$ cat config.mk
export PLATFORM = sky130hd
export DESIGN_NAME = gitd_top
export DESIGN_NICKNAME = d
export VERILOG_FILES = /design/src/gitd_pkg.sv /design/src/gitd_debounce.sv /design/src/gitd_top.sv
export SDC_FILE = /design/constraint.sdc
export NUM_CORES = 1
export LEC_CHECK = 0
export ABC_AREA = 1
export BUFFER_PORTS_ARGS = -buffer_cell sky130_fd_sc_hd__buf_2
export CORE_ASPECT_RATIO = 0.7
export CORE_UTILIZATION = 55
export CTS_BUF_LIST = sky130_fd_sc_hd__clkbuf_8
export CTS_CLUSTER_DIAMETER = 120
export DETAILED_ROUTE_END_ITERATION = 16
export GPL_ROUTABILITY_DRIVEN = 0
export GPL_TIMING_DRIVEN = 0
export HOLD_SLACK_MARGIN = 0.03
export PLACE_DENSITY_LB_ADDON = 0.1
export SYNTH_ARGS = -nofsm -noshare
export SYNTH_HDL_FRONTEND = slang
export SYNTH_SLANG_ARGS = --single-unit
$ cat constraint.sdc
create_clock -name clk -period 2.3 [get_ports clk]
set_input_delay 0 -clock clk [delete_from_list [all_inputs] [get_ports clk]]
set_output_delay 0 -clock clk [all_outputs]
set_load 0.01 [all_outputs]
$ cat src/gitd_pkg.sv
/*
 * Package for the general input, trigger and debounce block.
 * Assumes a single 10 MHz board clock.
 */
package gitd_pkg;

   localparam int          CLK_HZ        = 10000000;
   localparam int          TICK_US       = 1;
   localparam int          TICK_CYCLES   = (CLK_HZ / 1000000) * TICK_US;
   localparam int          TICK_W        = 4;
   localparam logic [3:0]  TICK_LAST     = 4'(TICK_CYCLES - 1);
   localparam int          DEB_W         = 8;
   localparam logic [7:0]  DEB_MIN_US    = 8'h01;
   localparam logic [7:0]  DEB_ZERO      = 8'h00;
   localparam int          NUM_GIN       = 4;
   localparam int          NUM_TRIG      = 2;
   localparam int          NUM_GOUT      = 8;
   localparam int          NUM_STROBE    = 2;

   typedef enum logic [1:0] {
      GITD_SRC_NONE,
      GITD_SRC_IN1,
      GITD_SRC_IN2
   } gitd_src_t;

   typedef struct packed {
      gitd_src_t        trig_src;
      logic             trig_active_low;
      logic             two_pulse_en;
      logic [1:0]       strobe_sel;
      logic [7:0]       debounce_us;
   } gitd_cfg_t;

endpackage

$ cat src/gitd_debounce.sv
/*
 * Pulse-width debounce filter for one trigger input.
 * Assumes the input is already synchronised and a one-microsecond tick.
 */
`timescale 1ns/1ps
module gitd_debounce
   import gitd_pkg::*;
(
   input  wire logic              clk,
   input  wire logic              rst_b,
   input  wire logic              tick,
   input  wire logic              level_in,
   input  wire logic [DEB_W-1:0]  debounce_us,
   output logic                   valid_pulse
);

   logic [DEB_W-1:0] count_reg;
   logic             fired_reg;
   logic [DEB_W-1:0] limit;

   assign limit = (debounce_us == DEB_ZERO) ? DEB_MIN_US : debounce_us;

   always_ff @(posedge clk or negedge rst_b) begin
      if (!rst_b) begin
         count_reg <= DEB_ZERO;
      end else if (!level_in) begin
         count_reg <= DEB_ZERO;
      end else if (tick && count_reg != limit) begin
         count_reg <= count_reg + DEB_MIN_US;
      end
   end

   always_ff @(posedge clk or negedge rst_b) begin
      if (!rst_b) begin
         fired_reg   <= 1'b0;
         valid_pulse <= 1'b0;
      end else begin
         valid_pulse <= level_in && !fired_reg && count_reg == limit;
         if (!level_in) begin
            fired_reg <= 1'b0;
         end else if (count_reg == limit) begin
            fired_reg <= 1'b1;
         end
      end
   end

endmodule

$ cat src/gitd_top.sv
/*
 * General input conditioning, external trigger and strobe output muxing.
 * Assumes pins are asynchronous and configuration is quasi-static.
 */
//
// Behaviour
// - Debounce time is programmable per trigger input from 1 to 255 us.
// - A trigger pulse shorter than the debounce time produces no event.
// - A debounce setting of zero acts as one microsecond.
// - General input one can be picked as trigger source, and input two when two-pulse mode is off.
// - Each general input raises its own interrupt and is readable.
// - In two-pulse mode input two ends the frame input one started.
// - Outputs one and two come from software or from the strobe logic.
// - A trigger is valid only when held beyond isolator delay plus debounce.
// - A software trigger gives the same event as a validated trigger.
`timescale 1ns/1ps
module gitd_top
   import gitd_pkg::*;
(
   input  wire logic                  clk,
   input  wire logic                  rst_b,
   input  wire logic [NUM_GIN-1:0]    gin_pin,
   input  wire gitd_cfg_t             cfg,
   input  wire logic [DEB_W-1:0]      debounce2_us,
   input  wire logic                  sw_trigger,
   input  wire logic [NUM_GOUT-1:0]   sw_gout,
   input  wire logic [NUM_GOUT-1:0]   gout_en,
   input  wire logic [NUM_STROBE-1:0] strobe_in,
   output logic [NUM_GIN-1:0]         gin_state,
   output logic [NUM_GIN-1:0]         gin_irq,
   output logic                       acq_trigger,
   output logic                       frame_end,
   output logic                       frame_active,
   output logic [NUM_GOUT-1:0]        gout_pin,
   output logic [NUM_GOUT-1:0]        gout_oe_b
);

   ////////////////////////////////////////////////////////////////////////
   logic [NUM_GIN-1:0]  sync1_reg;
   logic [NUM_GIN-1:0]  sync2_reg;
   logic [NUM_TRIG-1:0] trig_level;
   logic [NUM_TRIG-1:0] tick;
   logic [NUM_GOUT-1:0] gout_src;
   logic [NUM_TRIG-1:0] valid;
   logic [DEB_W-1:0]    deb_set [NUM_TRIG];
   logic                trig_next;

   // Two-stage synchroniser; only sync2 is read by logic.
   always_ff @(posedge clk or negedge rst_b) begin
      if (!rst_b) begin
         sync1_reg <= '0;
         sync2_reg <= '0;
      end else begin
         sync1_reg <= gin_pin;
         sync2_reg <= sync1_reg;
      end
   end

   always_ff @(posedge clk or negedge rst_b) begin
      if (!rst_b) begin
         gin_state <= '0;
         gin_irq   <= '0;
      end else begin
         gin_state <= sync2_reg;
         gin_irq   <= sync2_reg ^ gin_state;
      end
   end

   assign deb_set[0]  = cfg.debounce_us;
   assign deb_set[1]  = debounce2_us;
   assign trig_level  = cfg.trig_active_low ? ~sync2_reg[NUM_TRIG-1:0]
                                            : sync2_reg[NUM_TRIG-1:0];

   generate
      for (genvar i = 0; i < NUM_TRIG; i++) begin : g_deb
         logic [TICK_W-1:0] tick_cnt_reg;

         // microsecond tick
         // The prescaler restarts with every rising level, so a pulse is
         // timed from its own start and never inherits part of a tick.
         always_ff @(posedge clk or negedge rst_b) begin
            if (!rst_b) begin
               tick_cnt_reg <= '0;
            end else if (!trig_level[i] || tick_cnt_reg == TICK_LAST) begin
               tick_cnt_reg <= '0;
            end else begin
               tick_cnt_reg <= tick_cnt_reg + 4'h1;
            end
         end
         assign tick[i] = trig_level[i] && (tick_cnt_reg == TICK_LAST);

         gitd_debounce u_deb (
            .clk         (clk),
            .rst_b       (rst_b),
            .tick        (tick[i]),
            .level_in    (trig_level[i]),
            .debounce_us (deb_set[i]),
            .valid_pulse (valid[i])
         );
      end
   endgenerate

   ////////////////////////////////////////////////////////////////////////
   // trigger source select
   always_comb begin
      case (cfg.trig_src)
         GITD_SRC_IN1: trig_next = valid[0];
         GITD_SRC_IN2: trig_next = valid[1] && !cfg.two_pulse_en;
         GITD_SRC_NONE: trig_next = 1'b0;
         default: trig_next = 1'b0;
      endcase
   end

   always_ff @(posedge clk or negedge rst_b) begin
      if (!rst_b) begin
         acq_trigger <= 1'b0;
      end else begin
         acq_trigger <= trig_next || sw_trigger;
      end
   end

   always_ff @(posedge clk or negedge rst_b) begin
      if (!rst_b) begin
         frame_active <= 1'b0;
         frame_end    <= 1'b0;
      end else begin
         frame_end <= cfg.two_pulse_en && frame_active && valid[1];
         if (!cfg.two_pulse_en) begin
            frame_active <= 1'b0;
         end else if (trig_next || sw_trigger) begin
            frame_active <= 1'b1;
         end else if (valid[1]) begin
            frame_active <= 1'b0;
         end
      end
   end

   ////////////////////////////////////////////////////////////////////////
   // strobe or software drive
   // Only the first outputs have a strobe source; the rest follow software.
   generate
      for (genvar k = 0; k < NUM_GOUT; k++) begin : g_gout
         if (k < NUM_STROBE) begin : g_strb
            assign gout_src[k] = cfg.strobe_sel[k] ? strobe_in[k] : sw_gout[k];
         end else begin : g_soft
            assign gout_src[k] = sw_gout[k];
         end
      end
   endgenerate

   always_ff @(posedge clk or negedge rst_b) begin
      if (!rst_b) begin
         gout_pin  <= '0;
         gout_oe_b <= '1;
      end else begin
         gout_pin  <= gout_src;
         gout_oe_b <= ~gout_en;
      end
   end

endmodule

==> summary.md <==
| Metric | Value |
|---|---|
| Pwr dens | ~630 nW/um^2 |
| Number of vias per cell | around 4.7 |
| Post-synth top area share | 46.7% |
| Syn. warnings | 0 |
| Register area share after synthesis | a little over half |
| Core ar. | just under 5000 sq um |
| Die Ht | about 63 um |
| Number of buffers created by CTS | 9 |
| Die width | ~90 um |
| First-pass GRT wire length | about 11,000 um |
| Drt pass-1 iters | 4 |
| CTS tree | done |
| Drt initial violations | approximately 130 |
| Clock slew at reported path FFs | 0.07 ns |
| Xor/xnor cell area share of the yosys netlist | ~3.3% |
| Mapped Cells | around 360 |
| Clock latency on the worst-skew pair | ~0.34 ns |
| CP Cell Sequence | inv_1 > nand2_1 > nand2_2 > nor2_1 > nand2_1 > nor2_1 > nand3_2 > nand2_4 > nand2_1 > nand2_1 |
| Post_cts resized | 0 |
| Hold buffers post-CTS | 25 |
| I/O pin cnt | 74 |
| Worst min path class | in2reg |
| Vias | 2,559 |
| Mux contribution to synthesized area | less than 1% |
| Maximum capacitance violations | 0 |
| Post-Synth Simple-Gate Area | approximately 31% |
| Synthesis-stage register bit count | 63 |
| DP HPWL | between 4000 and 5000 um |
| Critical Path Start Type | flip-flop |
| Total GRT Usage | 27.0% |
| Worst Path Max Fanout | 8 |
| Share of layout cells above drive strength 1 | a little under a quarter |
| Async set-reset flop share out of synthesis | between 90% and 100% |
| Clock Skews | ~0.0086 ns |
| Area Growth Syn to Fin | 30.6% |
| Yosys cell types | 25 |
| VDD IR-drop max | ~640 uV |
| Initial cell density of the core | roughly 59% |
| Input/output buffers | between 70 and 80 |
| WL final | slightly below 7000 um |
| Headroom to the max-slew limit | between 50% and 60% |
| # fillers | between 300 and 400 |
| Cell family with most CP delay | simple AND/OR/NAND/NOR gates |
| Unrepaired setup endpoints after global routing | false |
| Setup Crit Path Kind | reg2reg |
| R2R Setup Slk | 0.81 ns |
| Arr. time, crit path | approximately 1.8 ns |
| Layout Nets | 521 |
| Fin crit share | between 60% and 70% |
| Max FFs per register | 16 |
| Largest family of logic cells by synthesized area | simple AND/OR/NAND/NOR gates |
| Critical Path Max Stage Delay | a little under 0.4 ns |
| # diodes | 0 |
| Setup TNS | 0 ns |
| Fmax | slightly below 700 MHz |
| Post-route DRC | 0 |
| Worst-Margin Slew | about 0.74 ns |
| DRT antenna net count | 0 |
| Leading area contributor after synthesis | dfrtp_1 |
| Main area contributors after synthesis | dfrtp_1 (47%), nand2_1 (15%), dfstp_2 (7.1%) |
| Net Count, Synth | 412 |
| Main synth FF type | dfrtp_1 |
| # setup viols final | 0 |
| Largest net degree at the start of global routing | 64 |
| Synthesized cell area | roughly 3000 sq um |
| Final hold violation count | 0 |
| Row cnt | 21 |
| GRT Residual Overflow | 0 |
| Compound-Gate Fraction of Synth Area | less than 1% |
| Post-Syn Area per Cell | 8.25 sq um |
| Tmin final | roughly 1.5 ns |
| CTS H-Tree Depth | 3 |
| Commonest cells post-synth | nand2_1 (119), dfrtp_1 (55), inv_1 (52) |
| Most frequent CP cell | nand2_1 |
| WL/cell | between 10 and 15 um |
| CP max stage cell | dfrtp_1 |
| CP endpoint kind | flip-flop |
| Bufs and invs on worst path | 1 |
| Vias in the first global route | ~2,500 |
| Clock root buffer | clkbuf_8 |
| Total power draw | 2.42 mW |
| Die Area | 5660 sq um |
| Postcts setup bufs | 0 |
| Adder-Cell Fraction of Synth Area | between 3 and 4% |
| Final Max Slew Viols | 0 |
| Post-synth EDFFs | 0 |
| Clock buffer depth | 2 |
| Critical path data required time | ~2.6 ns |
| Status | finished clean |
| TritonCTS Sinks | 63 |
| Initial antenna violation count | 0 |
| LEAKAGE | about 2.1 nW |
| Most frequent cell after synthesis | nand2_1 |
-- worst paths after layout --
path / from / end / depth (start not counted)
worst max-delay path: sync2_reg[1]$_DFF_PN0_ / g_deb[1].u_deb.count_reg[6]$_DFFE_PN0P_ / 10
worst min-delay path: cfg[0] / g_deb[0].u_deb.valid_pulse$_DFF_PN0_ / 4
worst max register to register: sync2_reg[1]$_DFF_PN0_ / g_deb[1].u_deb.count_reg[6]$_DFFE_PN0P_ / 10
worst min register to register: sync1_reg[1]$_DFF_PN0_ / sync2_reg[1]$_DFF_PN0_ / 0
max in group asynchronous: rst_b / g_deb[0].u_deb.count_reg[6]$_DFFE_PN0P_ / 2
min in group asynchronous: rst_b / sync2_reg[2]$_DFF_PN0_ / 2
-- metal layers --
layer	share of wire (%)	global-route usage [%]
met1	44	32.2
met2	47	46.7
met3	7.2	7.47
met4	1.4	9.13
met5	0	0
-- stage by stage --
| step | cells | hold slack (ns) | instance area (sq um) | util [%] | setup WS (ns) |
|---|---|---|---|---|---|
| 2_1_floorplan | 357 | -0.296 | 2950 | - | 1.05 |
| 3_3_place_gp | 499 | 0.108 | 3400 | 68.4 | 0.865 |
| 3_5_place_dp | 499 | 0.110 | 3400 | 68.4 | 0.820 |
| 4_1_cts | 540 | 0.0970 | 3850 | 77.5 | 0.801 |
| 5_1_grt | 540 | 0.122 | 3850 | 77.5 | 0.652 |
| 6_report | 540 | 0.114 | 3850 | 77.5 | 0.812 |
-- worst register-to-register path, delay by kind of cell, from the launching register on --
| kind | cells | cell delay, ns |
|---|---|---|
| simple gates | 9 | 0.98 |
| flops | 1 | 0.39 |
| buf+inv | 1 | 0.06 |
-- layout make-up --
class / instances / area [sq um] / share of cell area, %
repair buffers: 98 / 618 / 16.1
inverters: 54 / 203 / 5.27
well taps: 69 / 86.3 / 2.24
flip-flops and latches: 63 / 1590 / 41.2
multi-input cells: 240 / 1160 / 30.1
clock inverters: 6 / 60.1 / 1.56
clock buffers: 10 / 138 / 3.58
-- report_power, final --
group,leakage (nW),switching (mW),internal [mW]
combinational,1.19,0.153,0.125
clock,0.104,0.419,0.525
sequential,0.787,0.0326,1.17
total,2.08,0.604,1.82
-- placed cells by master (no fill, tap or decap), types with 2 or more instances in the layout --
cell type,count
nor3_1,2
nand2_1,119
clkinv_2,2
buf_2,72
nand2_4,2
ha_1,8
xor2_1,8
dfstp_2,8
mux2_2,2
nor3b_1,4
xnor2_1,3
nand3_1,27
nor2_1,51
clkbuf_8,10
o21ai_1,3
dfrtp_1,55
dlygate4sd3_1,25
inv_1,53
nand2_2,3
-- cell families (layout without fill, tap and decap cells) --
group,count (synthesis),count (layout)
and+or+nand+nor,214,214
muxes,2,2
DFF,63,63
xor gates and xnor gates,11,11
adders and majority gates,8,8
buffers and inverters,54,168
AOI/OAI and AO/OA,5,5
Note: power is estimated with default switching activity, not from simulation.
